<file path="src/hw/core_timing_consts.vh">
// constants for the core instruction timing and memory map decoder
// assumes one core clock per instruction cycle, synchronous inputs
// Function
// RULE1 - one instruction cycle equals one clock
// RULE2 - exchange with register: one byte, one cycle
// RULE3 - indirect or direct exchange takes two cycles
// RULE4 - carry clear/set/complement: one byte, one cycle
// RULE5 - direct bit operations: two bytes, two cycles
// RULE6 - indirect jump via pointer: one byte, three cycles
// RULE7 - absolute call/jump and short jump: three cycles
// RULE8 - two-byte conditional branches take three cycles
// RULE9 - long jump, long call, returns: four cycles
// RULE10 - three-byte branches take four cycles
// RULE11 - interrupt vector long call takes three cycles
// RULE12 - external data move: four plus wait count
// RULE13 - access pin high at reset: internal flash
// RULE14 - no external code space, no rollover
// RULE15 - only lower 56 kilobytes reprogrammable at run time
// RULE16 - data flash reached only via control registers
// RULE17 - lower RAM half: direct and indirect
// RULE18 - upper half direct hits special registers instead
// RULE19 - bottom 32 bytes: four register banks
// RULE20 - bytes 20H-2FH bit addressable, bits 00H-7FH
// RULE21 - reset pointer 07H, pre-increment, first 08H
// RULE22 - stack anywhere, extended up to 2048 bytes
// RULE23 - onchip extended RAM up to 0007FFH when enabled
// RULE24 - wait count 0 to 7, default zero
// RULE25 - extended stack rolls FFH to 0100H
`ifndef CORE_TIMING_CONSTS_VH
`define CORE_TIMING_CONSTS_VH
// opcode classes
`define OPC_NOP 8'h00
`define OPC_AJMP_MASK 8'h1f
`define OPC_AJMP 8'h01
`define OPC_ACALL 8'h11
`define OPC_LJMP 8'h02
`define OPC_LCALL 8'h12
`define OPC_RET 8'h22
`define OPC_RETI 8'h32
`define OPC_JBC 8'h10
`define OPC_JB 8'h20
`define OPC_JNB 8'h30
`define OPC_JC 8'h40
`define OPC_JNC 8'h50
`define OPC_JZ 8'h60
`define OPC_JNZ 8'h70
`define OPC_SJMP 8'h80
`define OPC_JMP_IND 8'h73
`define OPC_ORL_CB 8'h72
`define OPC_ANL_CB 8'h82
`define OPC_MOV_BC 8'h92
`define OPC_ORL_CNB 8'ha0
`define OPC_MOV_CB 8'ha2
`define OPC_ANL_CNB 8'hb0
`define OPC_CPL_B 8'hb2
`define OPC_CPL_C 8'hb3
`define OPC_CJNE_AI 8'hb4
`define OPC_CJNE_AD 8'hb5
`define OPC_CJNE_RI 8'hb6
`define OPC_CJNE_RI1 8'hb7
`define OPC_CLR_B 8'hc2
`define OPC_CLR_C 8'hc3
`define OPC_XCH_D 8'hc5
`define OPC_XCH_I0 8'hc6
`define OPC_XCH_I1 8'hc7
`define OPC_SETB_B 8'hd2
`define OPC_SETB_C 8'hd3
`define OPC_DJNZ_D 8'hd5
`define OPC_XCHD_I0 8'hd6
`define OPC_XCHD_I1 8'hd7
`define OPC_MOVX_A_DP 8'he0
`define OPC_MOVX_A_I0 8'he2
`define OPC_MOVX_A_I1 8'he3
`define OPC_MOVX_DP_A 8'hf0
`define OPC_MOVX_I0_A 8'hf2
`define OPC_MOVX_I1_A 8'hf3
`define OPC_HI_MASK 8'hf8
`define OPC_XCH_R 8'hc8
`define OPC_DJNZ_R 8'hd8
`define OPC_CJNE_R 8'hb8
// cycle counts
`define CYC_1 3'h1
`define CYC_2 3'h2
`define CYC_3 3'h3
`define CYC_4 3'h4
// memory map
`define CODE_TOP 16'hf7ff
`define CODE_USER_TOP 16'hdfff
`define DFLASH_TOP 12'hfff
`define RAM_UPPER_BIT 7
`define BANK_TOP 8'h1f
`define BITAREA_LO 8'h20
`define BITAREA_HI 8'h2f
`define SP_RESET 8'h07
`define SP_XWRAP 11'h100
`define XRAM_TOP 24'h0007ff
`define WAIT_RESET 3'h0
`endif

</file>
<file path="src/hw/core_cycle_lookup.v">
// opcode to byte/cycle count lookup
// assumes the opcode is stable for the cycle it is looked up
`timescale 1ns/100ps
`include "core_timing_consts.vh"
module core_cycle_lookup (
   // opcode in
   input wire [7:0] opcode_in,
   input wire from_irq_in,
   input wire [2:0] wait_in,
   // counts out
   output reg [1:0] bytes_out,
   output reg [3:0] cycles_out,
   output reg known_out
);
   // ----------------------------------------
   // decode
   // ----------------------------------------
   always @* begin
      bytes_out = 2'h1;
      cycles_out = {1'b0, `CYC_1};
      known_out = 1'b1;
      if ((opcode_in & `OPC_HI_MASK) == `OPC_XCH_R) begin
         cycles_out = {1'b0, `CYC_1}; // RULE2
      end else if ((opcode_in & `OPC_HI_MASK) == `OPC_DJNZ_R) begin
         bytes_out = 2'h2;
         cycles_out = {1'b0, `CYC_3}; // RULE8
      end else if ((opcode_in & `OPC_HI_MASK) == `OPC_CJNE_R) begin
         bytes_out = 2'h3;
         cycles_out = {1'b0, `CYC_4}; // RULE10
      end else if ((opcode_in & `OPC_AJMP_MASK) == `OPC_AJMP ||
                   (opcode_in & `OPC_AJMP_MASK) == `OPC_ACALL) begin
         bytes_out = 2'h2;
         cycles_out = {1'b0, `CYC_3}; // RULE7
      end else begin
         case (opcode_in)
            `OPC_NOP, `OPC_CLR_C, `OPC_SETB_C, `OPC_CPL_C: begin
               cycles_out = {1'b0, `CYC_1}; // RULE4
            end
            `OPC_XCH_I0, `OPC_XCH_I1, `OPC_XCHD_I0, `OPC_XCHD_I1: begin
               cycles_out = {1'b0, `CYC_2}; // RULE3
            end
            `OPC_XCH_D: begin
               bytes_out = 2'h2;
               cycles_out = {1'b0, `CYC_2}; // RULE3
            end
            `OPC_CLR_B, `OPC_SETB_B, `OPC_CPL_B, `OPC_ANL_CB, `OPC_ANL_CNB,
            `OPC_ORL_CB, `OPC_ORL_CNB, `OPC_MOV_CB, `OPC_MOV_BC: begin
               bytes_out = 2'h2;
               cycles_out = {1'b0, `CYC_2}; // RULE5
            end
            `OPC_JMP_IND: begin
               cycles_out = {1'b0, `CYC_3}; // RULE6
            end
            `OPC_SJMP: begin
               bytes_out = 2'h2;
               cycles_out = {1'b0, `CYC_3}; // RULE7
            end
            `OPC_JC, `OPC_JNC, `OPC_JZ, `OPC_JNZ: begin
               bytes_out = 2'h2;
               cycles_out = {1'b0, `CYC_3}; // RULE8
            end
            `OPC_LJMP: begin
               bytes_out = 2'h3;
               cycles_out = {1'b0, `CYC_4}; // RULE9
            end
            `OPC_LCALL: begin
               bytes_out = 2'h3;
               // vectoring call is one cycle shorter
               cycles_out = from_irq_in ? {1'b0, `CYC_3} : {1'b0, `CYC_4}; // RULE11
            end
            `OPC_RET, `OPC_RETI: begin
               cycles_out = {1'b0, `CYC_4}; // RULE9
            end
            `OPC_JB, `OPC_JNB, `OPC_JBC, `OPC_CJNE_AI, `OPC_CJNE_AD,
            `OPC_CJNE_RI, `OPC_CJNE_RI1, `OPC_DJNZ_D: begin
               bytes_out = 2'h3;
               cycles_out = {1'b0, `CYC_4}; // RULE10
            end
            `OPC_MOVX_A_DP, `OPC_MOVX_A_I0, `OPC_MOVX_A_I1,
            `OPC_MOVX_DP_A, `OPC_MOVX_I0_A, `OPC_MOVX_I1_A: begin
               cycles_out = {1'b0, `CYC_4} + {1'b0, wait_in}; // RULE12
            end
            default: begin
               known_out = 1'b0; // outside this decoder's classes
            end
         endcase
      end
   end
endmodule // core_cycle_lookup

</file>
<file path="src/hw/core_cycle_timing_and_memory_map.v">
// instruction cycle sequencer, stack pointer and memory map decoder
// assumes all inputs synchronous to REF_CLK_IN; one clock per cycle
`timescale 1ns/100ps
`include "core_timing_consts.vh"
module core_cycle_timing_and_memory_map #(
   parameter WAIT_W = 3
) (
   // clock and reset
   input wire REF_CLK_IN,
   input wire RST_IN,
   // strap
   input wire EXTERNAL_ACCESS_PIN_IN,
   // instruction issue
   input wire ISSUE_IN,
   input wire [7:0] OPCODE_IN,
   input wire FROM_IRQ_IN,
   // configuration
   input wire [WAIT_W-1:0] MOVX_WAIT_COUNT_IN,
   input wire WAIT_WE_IN,
   input wire ONCHIP_XRAM_ENABLE_IN,
   input wire EXT_STACK_ENABLE_IN,
   // stack operations
   input wire STACK_PUSH_IN,
   input wire STACK_POP_IN,
   input wire SP_WE_IN,
   input wire [10:0] SP_WDATA_IN,
   // data memory address to classify
   input wire [7:0] DATA_ADDR_IN,
   input wire DATA_INDIRECT_IN,
   input wire [23:0] DATA_ADDRESS_POINTER_IN,
   // code address and flash write check
   input wire [15:0] CODE_ADDR_IN,
   input wire FLASH_WRITE_IN,
   // sequencing status
   output reg BUSY_OUT,
   output reg DONE_OUT,
   output reg [3:0] CYCLES_OUT,
   output reg [1:0] BYTES_OUT,
   output reg UNKNOWN_OUT,
   // configuration status
   output reg INTERNAL_CODE_OUT,
   output reg [WAIT_W-1:0] MOVX_WAIT_COUNT_OUT,
   // stack
   output reg [7:0] STACK_TOP_POINTER_OUT,
   output reg [2:0] STACK_POINTER_UPPER_BITS_OUT,
   // data map
   output reg SEL_RAM_OUT,
   output reg SEL_SFR_OUT,
   output reg SEL_BANK_OUT,
   output reg [1:0] BANK_NUM_OUT,
   output reg [2:0] REG_NUM_OUT,
   output reg SEL_BITAREA_OUT,
   output reg [3:0] BIT_BYTE_OUT,
   // extended data map
   output reg XRAM_ONCHIP_OUT,
   output reg XRAM_OFFCHIP_OUT,
   // code map
   output reg CODE_VALID_OUT,
   output reg FLASH_WRITE_OK_OUT
);
   // ----------------------------------------
   // states
   // ----------------------------------------
   localparam ST_IDLE = 2'b01; // waiting for an issue
   localparam ST_RUN = 2'b10; // counting cycles

   // ----------------------------------------
   // declarations
   // ----------------------------------------
   reg [1:0] state_q; // sequencer state
   reg [1:0] state_d;
   reg [3:0] count_q; // cycles left
   reg [3:0] count_d;
   reg [WAIT_W-1:0] wait_q; // programmed wait states
   reg strap_done_q; // strap taken after release
   reg [10:0] sp_q; // extended stack pointer
   reg [10:0] sp_d;
   wire [1:0] lk_bytes; // lookup byte count
   wire [3:0] lk_cycles; // lookup cycle count
   wire lk_known; // opcode in known class

   // ----------------------------------------
   // functions
   // ----------------------------------------
   // next stack pointer up, with optional roll into extended RAM
   function [10:0] sp_inc;
      input [10:0] sp;
      input ext;
      begin
         if (!ext) begin
            sp_inc = {3'h0, sp[7:0] + 8'h01}; // plain wrap to 00H
         end else if (sp[7:0] == 8'hff && sp[10:8] == 3'h0) begin
            sp_inc = `SP_XWRAP; // RULE25
         end else begin
            sp_inc = sp + 11'h001; // RULE22
         end
      end
   endfunction

   // next stack pointer down
   function [10:0] sp_dec;
      input [10:0] sp;
      input ext;
      begin
         if (!ext) begin
            sp_dec = {3'h0, sp[7:0] - 8'h01};
         end else if (sp == `SP_XWRAP) begin
            sp_dec = 11'h0ff; // back out of extended RAM
         end else begin
            sp_dec = sp - 11'h001;
         end
      end
   endfunction

   // ----------------------------------------
   // count lookup
   // ----------------------------------------
   core_cycle_lookup u_lookup (
      .opcode_in(OPCODE_IN),
      .from_irq_in(FROM_IRQ_IN),
      .wait_in(wait_q),
      .bytes_out(lk_bytes),
      .cycles_out(lk_cycles),
      .known_out(lk_known)
   );

   // ----------------------------------------
   // sequencer next state
   // ----------------------------------------
   always @* begin
      state_d = state_q;
      count_d = count_q;
      case (state_q)
         ST_IDLE: begin
            if (ISSUE_IN && lk_cycles > 4'h1) begin
               state_d = ST_RUN; // multi-cycle instruction
               count_d = lk_cycles - 4'h1;
            end
         end
         ST_RUN: begin
            count_d = count_q - 4'h1; // one clock per cycle RULE1
            if (count_q == 4'h1) begin
               state_d = ST_IDLE;
            end
         end
         default: begin
            state_d = ST_IDLE;
            count_d = 4'h0;
         end
      endcase
   end

   // ----------------------------------------
   // sequencer registers and status
   // ----------------------------------------
   always @(posedge REF_CLK_IN or posedge RST_IN) begin
      if (RST_IN) begin
         state_q <= ST_IDLE;
         count_q <= 4'h0;
         BUSY_OUT <= 1'b0;
         DONE_OUT <= 1'b0;
         CYCLES_OUT <= 4'h0;
         BYTES_OUT <= 2'h0;
         UNKNOWN_OUT <= 1'b0;
      end else begin
         state_q <= state_d;
         count_q <= count_d;
         BUSY_OUT <= (state_d == ST_RUN);
         // done pulses on the last cycle of an instruction
         // one- and two-cycle ops end right after their issue edge
         DONE_OUT <= (state_q == ST_IDLE && ISSUE_IN && lk_cycles <= 4'h2) ||
                     (state_q == ST_RUN && count_q == 4'h2);
         if (state_q == ST_IDLE && ISSUE_IN) begin
            CYCLES_OUT <= lk_cycles; // RULE1
            BYTES_OUT <= lk_bytes;
            UNKNOWN_OUT <= ~lk_known;
         end
      end
   end

   // ----------------------------------------
   // wait-state count
   // ----------------------------------------
   always @(posedge REF_CLK_IN or posedge RST_IN) begin
      if (RST_IN) begin
         wait_q <= `WAIT_RESET; // RULE24
         MOVX_WAIT_COUNT_OUT <= `WAIT_RESET;
      end else begin
         if (WAIT_WE_IN) begin
            wait_q <= MOVX_WAIT_COUNT_IN; // RULE24
            MOVX_WAIT_COUNT_OUT <= MOVX_WAIT_COUNT_IN;
         end
      end
   end

   // ----------------------------------------
   // access pin strap, caught after release
   // ----------------------------------------
   always @(posedge REF_CLK_IN or posedge RST_IN) begin
      if (RST_IN) begin
         strap_done_q <= 1'b0;
         INTERNAL_CODE_OUT <= 1'b0;
      end else begin
         if (!strap_done_q) begin
            strap_done_q <= 1'b1;
            INTERNAL_CODE_OUT <= EXTERNAL_ACCESS_PIN_IN; // RULE13
         end
      end
   end

   // ----------------------------------------
   // stack pointer
   // ----------------------------------------
   always @* begin
      sp_d = sp_q;
      if (SP_WE_IN) begin
         sp_d = EXT_STACK_ENABLE_IN ? SP_WDATA_IN : {3'h0, SP_WDATA_IN[7:0]};
      end else if (STACK_PUSH_IN) begin
         sp_d = sp_inc(sp_q, EXT_STACK_ENABLE_IN); // RULE21
      end else if (STACK_POP_IN) begin
         sp_d = sp_dec(sp_q, EXT_STACK_ENABLE_IN);
      end
   end

   always @(posedge REF_CLK_IN or posedge RST_IN) begin
      if (RST_IN) begin
         sp_q <= {3'h0, `SP_RESET}; // RULE21
         STACK_TOP_POINTER_OUT <= `SP_RESET;
         STACK_POINTER_UPPER_BITS_OUT <= 3'h0;
      end else begin
         sp_q <= sp_d;
         STACK_TOP_POINTER_OUT <= sp_d[7:0];
         STACK_POINTER_UPPER_BITS_OUT <= sp_d[10:8]; // RULE22
      end
   end

   // ----------------------------------------
   // data and code map decode, registered
   // ----------------------------------------
   always @(posedge REF_CLK_IN or posedge RST_IN) begin
      if (RST_IN) begin
         SEL_RAM_OUT <= 1'b0;
         SEL_SFR_OUT <= 1'b0;
         SEL_BANK_OUT <= 1'b0;
         BANK_NUM_OUT <= 2'h0;
         REG_NUM_OUT <= 3'h0;
         SEL_BITAREA_OUT <= 1'b0;
         BIT_BYTE_OUT <= 4'h0;
         XRAM_ONCHIP_OUT <= 1'b0;
         XRAM_OFFCHIP_OUT <= 1'b0;
         CODE_VALID_OUT <= 1'b0;
         FLASH_WRITE_OK_OUT <= 1'b0;
      end else begin
         // lower half any mode, upper half indirect only
         SEL_RAM_OUT <= ~DATA_ADDR_IN[`RAM_UPPER_BIT] | DATA_INDIRECT_IN; // RULE17
         SEL_SFR_OUT <= DATA_ADDR_IN[`RAM_UPPER_BIT] & ~DATA_INDIRECT_IN; // RULE18
         SEL_BANK_OUT <= (DATA_ADDR_IN <= `BANK_TOP); // RULE19
         BANK_NUM_OUT <= DATA_ADDR_IN[4:3];
         REG_NUM_OUT <= DATA_ADDR_IN[2:0];
         SEL_BITAREA_OUT <= (DATA_ADDR_IN >= `BITAREA_LO) &&
                            (DATA_ADDR_IN <= `BITAREA_HI); // RULE20
         BIT_BYTE_OUT <= DATA_ADDR_IN[3:0]; // bit address [6:3]
         // extended data space split
         XRAM_ONCHIP_OUT <= ONCHIP_XRAM_ENABLE_IN &&
                            (DATA_ADDRESS_POINTER_IN <= `XRAM_TOP); // RULE23
         XRAM_OFFCHIP_OUT <= !(ONCHIP_XRAM_ENABLE_IN &&
                               (DATA_ADDRESS_POINTER_IN <= `XRAM_TOP)); // RULE23
         // internal code only, nothing past the top
         CODE_VALID_OUT <= (CODE_ADDR_IN <= `CODE_TOP); // RULE14
         FLASH_WRITE_OK_OUT <= FLASH_WRITE_IN &&
                               (CODE_ADDR_IN <= `CODE_USER_TOP); // RULE15
      end
   end
   // data flash has no direct path here; it sits behind its own registers RULE16
endmodule // core_cycle_timing_and_memory_map

</file>
<file path="config.mk">
export PLATFORM = sky130hd
export DESIGN_NAME = core_cycle_timing_and_memory_map
export DESIGN_NICKNAME = d
export VERILOG_FILES = /design/src/hw/core_cycle_lookup.v /design/src/hw/core_cycle_timing_and_memory_map.v
export VERILOG_INCLUDE_DIRS = /design/src /design/src/hw
export SDC_FILE = /design/constraint.sdc
export NUM_CORES = 1
export LEC_CHECK = 0
export BUFFER_PORTS_ARGS = -buffer_cell sky130_fd_sc_hd__buf_2
export CAP_MARGIN = 20
export CORE_MARGIN = 10
export CORE_UTILIZATION = 54
export CTS_BUF_LIST = sky130_fd_sc_hd__clkbuf_4 sky130_fd_sc_hd__clkbuf_8
export CTS_CLUSTER_SIZE = 30
export DETAILED_ROUTE_END_ITERATION = 10
export PLACE_DENSITY = 0.89
export SLEW_MARGIN = 25
export SYNTH_ARGS = -nofsm -noshare
export SYNTH_HDL_FRONTEND = slang
export SYNTH_SLANG_ARGS = --single-unit
</file>
<file path="constraint.sdc">
create_clock -name REF_CLK_IN -period 6.25 [get_ports REF_CLK_IN]
set_input_delay 0.3125 -clock REF_CLK_IN [delete_from_list [all_inputs] [get_ports REF_CLK_IN]]
set_output_delay 0.3125 -clock REF_CLK_IN [all_outputs]
set_load 0.03 [all_outputs]
</file>
; Yosys cells after proc, flatten, opt, wreduce, memory -nomap -nowiden
; Index checks and enable logic that the tools add are counted.
; W data, S select, Z words.
[totals]
ram_bits = 0
latch_bits = 0
mem_count = 0
elab_cells = 147
mem_bits_ro = 0
inputBits = 83
register_bits = 59
output_inout_bits = 41
[op_classes]
shift = 0
magnitude_cmp = 8
add_sub_neg = 7
reduce_logical = 20
multipliers = 0
n_eq_ne = 54
div = 0
n_bitwise = 5
muxes = 29
[ops]
columns = operator, count
row1 = $eq A8 B8 Y1 const B, 29
row2 = $mux W11, 8
row3 = $eq A8 B7 Y1 const B, 6
row4 = $reduce_or A42 Y1, 1
row5 = $eq A8 B6 Y1 const B, 4
row6 = $le A16 B16 Y1 const B, 2
row7 = $le A24 B11 Y1 const B, 1
row8 = $eq A5 B5 Y1 const B, 4
row9 = $mux W4, 5
row10 = $pmux W4 S5, 1
row11 = $eq A8 B5 Y1 const B, 2
row12 = $reduce_or A15 Y1, 1
row13 = $reduce_or A14 Y1, 1
row14 = $mux W2, 6
row15 = $reduce_or A6 Y1, 2
row16 = $add A11 B1 Y11 const B, 1
row17 = $eq A11 B9 Y1 const B, 1
row18 = $reduce_or A11 Y1, 1
row19 = $sub A11 B1 Y11 const B, 1
row20 = $reduce_or A10 Y1, 1
row21 = $add A8 B1 Y8 const B, 1
row22 = $eq A8 B2 Y1 const B, 1
row23 = $ge A8 B6 Y1 const B, 1
row24 = $le A8 B5 Y1 const B, 1
row25 = other kinds (24), 41

; Longest topological paths before layout
[depth]
ltp_word = 12
mapped_depth = 14
ltp_nobuf = 13

; Modules after synthesis
; From an unflattened synthesis, not the netlist that was laid out.
[unflattened]
hier_cells = 335
area_unflattened_um2 = 3025.4
[by_module_without_submodules]
columns = module, area_each_um2, seq_area_each_um2, cells_per_inst, instances
row1 = core_cycle_timing_and_memory_map, 2560.0, 1106.1, 270, 1
row2 = core_cycle_lookup, 465.4, 0.0, 65, 1

; Worst setup path after synthesis
; OpenSTA, ideal clock, no wires.
[synth_path]
path_type = input to register
from = input OPCODE_IN[0]
to = register count_q[2]
stages = 11
path_slack_ps = 3307
arrival_ps = 2819
t_required_ps = 6126
setup_ps = 124
n_path_buf = 0
cell_sequence = or4b_1 -> o32ai_2 -> nor3_1 -> nand3_1 -> nor2b_2 -> ha_1 -> o21ai_0 -> a41o_1 -> o41ai_4 -> a2111oi_1 -> a211o_1
[synth_between]
elab_chain_cells = 10
word_cells_on_any_way = 56
classes_between = 1 x add/sub / 1 x order compare / 41 x eq/ne / 7 x mux / 6 x reduce/logical
[synth_lines]
columns = element, line
row1 = from (decl), core_cycle_timing_and_memory_map.v:15  ; input wire [7:0] OPCODE_IN,
row2 = "$eq A8 B8 Y1, or another cell as far along", core_cycle_lookup.v:35  ; case (opcode_in)
row3 = "$reduce_or A14 Y1 (no source line), or another cell as far along", n/a
row4 = $pmux W4 S5, core_cycle_lookup.v:35
row5 = $mux W4 *, core_cycle_lookup.v:30  ; end else if ((opcode_in & `OPC_AJMP_MASK) == `OPC_AJMP ||
row6 = $mux W4 *, core_cycle_lookup.v:27  ; end else if ((opcode_in & `OPC_HI_MASK) == `OPC_CJNE_R) begin
row7 = $mux W4 *, core_cycle_lookup.v:24  ; end else if ((opcode_in & `OPC_HI_MASK) == `OPC_DJNZ_R) begin
row8 = $mux W4 *, core_cycle_lookup.v:22  ; if ((opcode_in & `OPC_HI_MASK) == `OPC_XCH_R) begin
row9 = $sub A4 B1 Y4 / $gt A4 B1 Y1 (equally long branches), "core_cycle_timing_and_memory_map.v:137, core_cycle_timing_and_memory_map.v:135"
row10 = $mux W4 / $logic_and A1 B1 Y1 (equally long branches), core_cycle_timing_and_memory_map.v:135  ; if (ISSUE_IN && lk_cycles > 4'h1) begin
row11 = $pmux W4 S2 / $ne A2 B2 Y1 (equally long branches), n/a
row12 = to (signal assigned), core_cycle_timing_and_memory_map.v:167  ; count_q <= count_d;
row13 = to (decl), core_cycle_timing_and_memory_map.v:72  ; reg [3:0] count_q;
; Every way passes the cells marked *; elsewhere a longest branch is shown, timed or not. The select of a mux whose other input is x is not followed.
; A chain may end at the register's enable or synchronous reset.

; Worst setup path in the final report
[layout_path]
from = input OPCODE_IN[6]
to = register BUSY_OUT
[layout_between]
elab_chain_cells = 12
word_cells_on_any_way = 55
classes_between = 1 x order compare / 42 x eq/ne / 7 x mux / 5 x reduce/logical
[layout_lines]
columns = element, line
row1 = "$eq A8 B8 Y1, or another cell as far along", core_cycle_lookup.v:35
row2 = "$reduce_or A14 Y1 (no source line), or another cell as far along", n/a
row3 = $pmux W4 S5, core_cycle_lookup.v:35
row4 = $mux W4, core_cycle_lookup.v:30
row5 = $mux W4, core_cycle_lookup.v:27
row6 = $mux W4, core_cycle_lookup.v:24
row7 = $mux W4 *, core_cycle_lookup.v:22
row8 = $gt A4 B1 Y1 *, core_cycle_timing_and_memory_map.v:135
row9 = $logic_and A1 B1 Y1 *, core_cycle_timing_and_memory_map.v:135
row10 = $mux W2 *, core_cycle_timing_and_memory_map.v:135
row11 = $pmux W2 S2 *, core_cycle_timing_and_memory_map.v:133  ; case (state_q)
row12 = $eq A2 B2 Y1 *, core_cycle_timing_and_memory_map.v:168  ; BUSY_OUT <= (state_d == ST_RUN);
row13 = to (signal assigned), core_cycle_timing_and_memory_map.v:168
row14 = to (decl), core_cycle_timing_and_memory_map.v:35  ; output reg BUSY_OUT,
; Every way passes the cells marked *; elsewhere a longest branch is shown, timed or not.

==> results.yml <==
clock_network:
  cts.path.max_buffers: 2
  clock-root-buffer: "sky130_fd_sc_hd__clkbuf_8"
  htreeDepth: 2
  post_cts.repair.setup_buffers: 0
  number_of_sinks_handled_by_clock_tree_synthesis: 44
  cts-hold-fix-buffers: 0
  cts_resized: 0
  tritoncts: "yes"
  cts.reportedPaths.clkPinSlew_ns: 0.09
  cts_made_buffers: 5
  clkLatencyLatePin_ns: 0.30
die:
  floorplan.core_area_sq_mm: 0.005205
  initial_utilization_pct: 56.54
  floorplan.die.height_um: 93.82
  die_width_um: 93.82
  placement_rows: 26
  die-area_sq_mm: 0.008802
  io_pins: 124
placement:
  dp_worst_setup_slack_ns: 2.689
  placed_cells_incl_taps: 479
  postPlaceCellArea_sq_mm: 0.003433
  portBuffers: 101
  routability_congestion_estimate: 0.8853
  dp_hpwl_um: 6218
critical_path:
  worst-endpoint-arrival_ns: 3.40
  critPathMaxStageDelay_ns: 0.55
  startpoint_type: "input pin"
  slowest_stage: "sky130_fd_sc_hd__or4bb_1"
  critical_path_peak_fanout: 14
  end_kind: "flip-flop"
  worst-r2r-cell-count: 9
  reg2reg_setup_slack_ns: 3.61
  crit_family: "compound AO/OA/AOI/OAI gates"
  timing.rr.end: "BUSY_OUT"
  timing.critical_path.buf_inv: 1
  timing_worst_setup_path_type: "in2reg"
  cp.depth: 13
  critical_path.cell_chain: "buf_2 > or4bb_1 > a21oi_2 > nor2_1 > nand3_1 > nor2b_2 > ha_1 > o21ai_0 > a41o_1 > o41ai_4 > a21oi_1 > a21oi_1 > a21oi_1"
  r2r-start: "wait_q[0]"
  worst_path_most_repeated_cell: "sky130_fd_sc_hd__a21oi_1"
  worstSetupStartpoint: "OPCODE_IN[6]"
  timing.critical_path.required_ns: 6.41
layout:
  diodes: 0
  p_r_area_growth_vs_syn_pct: 19.98
  final_cell_area_sq_mm: 0.003531
  final_net_count: 509
  drive_above_1_share_pct: 31.89
  stdcell_count: 487
  final_util_pct: 67.84
pwr:
  power.leakage_nw: 1.671
  total_power_uw: 951.9
  peakVddDrop_uv: 188.9
  powerDensity_mw_per_mm2: 269.6
drt:
  detail-route-antenna-nets: 0
  vias_per_cell: 5.938
  first_pass_iters: 5
  route.vias.total: 2892
  drt-total-wl_um: 8050
  routedWlPerCell_um: 16.53
  drc: 0
  detail_route.iter0.violations: 131
sta:
  rsz0062_at_grt: "false"
  setup_total_negative_slack_ns: 0
  setup_viol_count_final: 0
  max_slew.worst_pin.slew_ns: 0.7485
  final-max-slew-violation-count: 0
  timing.clock.skew_ns: 0.01074
  post-route-min-period_ns: 3.241
  max_clock_freq_mhz: 308.5
  hold_ws_ns: 0.1153
  timing.final.hold_violations: 0
  maxSlewHeadroom_pct: 49.45
  final.setup.worst_slack_ns: 3.009
  fin_crit_sh_pct: 51.86
global_route:
  grt.overflow.total: 0
  grt_pass1_wl_um: 13430
  gr-usage-all-layers_pct: 18.24
  pin_count_of_the_biggest_net_entering_global_routing: 45
  number_of_antenna_violations_at_the_first_check_in_global_routing: 0
  number_of_global_route_vias_before_repair: 2983
logic_synthesis:
  synth_area_sq_mm: 0.002943
  synth_enable_flop_cells: 0
  synth_nets: 423
  synth.avg_cell_area_sq_um: 8.918
  synthDistinctLibCells: 73
  synth-warning-count: 0
  number_of_register_bits_inferred_by_synthesis: 44
  synth.yosys.seq_area_share_pct: 37.59
  netlist_instances: 330
  synth_commonest_cells: "sky130_fd_sc_hd__dfrtp_1, sky130_fd_sc_hd__nand2_1, sky130_fd_sc_hd__inv_1, sky130_fd_sc_hd__nor2_1, sky130_fd_sc_hd__a21oi_1"
  asyncSetResetFlopFracSynth_pct: 100.0
  post-synth-top-count-cell: "sky130_fd_sc_hd__dfrtp_1"
  synthDominantCellAreaShare_pct: 34.01
  yosys.area.top_type: "sky130_fd_sc_hd__dfrtp_1"
  ys_dominant_reg_cell: "sky130_fd_sc_hd__dfrtp_1"
  synth_area_leaders: "sky130_fd_sc_hd__dfrtp_1, sky130_fd_sc_hd__nand2_1, sky130_fd_sc_hd__ha_1"
outcome:
  run_status: "completed"
min_path:
  hp-start: "DATA_ADDR_IN[0]"
  destination_of_the_worst_hold_path: "BIT_BYTE_OUT[0]"
  hold-path-cell-count: 1
  timing.hold.worst.class: "in2reg"
run:
  maxCapViolCount: 0
[state kept, by name, indices dropped and copies added (netlist names), 2 cells and up]
| name | count |
|---|---|
| BANK_NUM_OUT | 2 |
| BIT_BYTE_OUT | 3 |
| BYTES_OUT | 2 |
| CYCLES_OUT | 4 |
| count_q | 4 |
| sp_q | 10 |
| state_q | 2 |
| wait_q | 3 |
[metal layers]
metal / part of all wire, % / vias to the layer above / wire (um) / global-route usage (%)
met2: 47 / 150 / 3748 / 29.15
li1: - / 1364 / - / -
met4: 1.4 / 0 / 114 / 5.316
met5: 0 / - / 0 / 0
met3: 12 / 14 / 1004 / 8.873
met1: 40 / 1364 / 3183 / 21.13
[layout make-up]
| class | instances | area [sq um] |
|---|---|---|
| clock inverter | 2 | 15.01 |
| sequential | 44 | 1106 |
| fill | 426 | 1674 |
| timing repair buffer | 102 | 513.0 |
| tap | 70 | 87.58 |
| clock buffer | 6 | 82.58 |
| multi-input combinational | 244 | 1655 |
| inverter | 19 | 71.32 |
[power by group]
| group | switching (mW) | leakage [nW] | internal (mW) |
|---|---|---|---|
| clock | 0.103 | 0.0434 | 0.0896 |
| combinational | 0.243 | 1.09 | 0.136 |
| sequential | 0.0432 | 0.536 | 0.337 |
[logic make-up (layout without fill, tap and decap cells)]
| logic type | count (synthesis) | after routing | share of synthesized area [%] |
|---|---|---|---|
| AO/OA/AOI/OAI | 74 | 74 | 18.75 |
| XOR/XNOR | 10 | 10 | 2.976 |
| adder cells (fa/ha/maj) | 10 | 10 | 4.252 |
| buffers and inverters | 42 | 129 | 6.165 |
| flip-flops | 44 | 44 | 37.59 |
| multiplexers | 7 | 7 | 2.551 |
| other | 1 | 1 | 0.1274 |
| AND/OR/NAND/NOR | 142 | 142 | 27.59 |
[worst max-delay path by stage]
stage	end	slack, ns
final	BUSY_OUT	3.01
after global routing	BUSY_OUT	2.71
after CTS	BUSY_OUT	2.99
after detailed placement	BUSY_OUT	2.69
after global placement	count_q[2]	2.83
after floorplan	count_q[2]	3.31
[cell usage in the layout (no fill, tap or decap), types with 3 or more instances in the layout]
cell type,n
sky130_fd_sc_hd__mux2i_1,3
sky130_fd_sc_hd__dfstp_2,4
sky130_fd_sc_hd__o41ai_1,3
sky130_fd_sc_hd__ha_1,10
sky130_fd_sc_hd__buf_2,101
sky130_fd_sc_hd__nor4_1,6
sky130_fd_sc_hd__o21ai_0,13
sky130_fd_sc_hd__nor4b_1,3
sky130_fd_sc_hd__nand2b_1,12
sky130_fd_sc_hd__o31ai_1,3
sky130_fd_sc_hd__nor3_1,10
sky130_fd_sc_hd__dfrtp_1,40
sky130_fd_sc_hd__nand2_1,39
sky130_fd_sc_hd__nor2b_1,5
sky130_fd_sc_hd__nand4_1,4
sky130_fd_sc_hd__mux2_2,4
sky130_fd_sc_hd__a211oi_1,6
sky130_fd_sc_hd__nand3_1,12
sky130_fd_sc_hd__inv_1,17
sky130_fd_sc_hd__a21o_1,3
sky130_fd_sc_hd__a211o_1,3
sky130_fd_sc_hd__or3_1,3
sky130_fd_sc_hd__xnor2_1,8
sky130_fd_sc_hd__and3_1,4
sky130_fd_sc_hd__nand4b_1,3
sky130_fd_sc_hd__a21oi_1,15
sky130_fd_sc_hd__nor2_1,18
sky130_fd_sc_hd__clkbuf_8,6
Note: power is estimated with default switching activity, not from simulation.
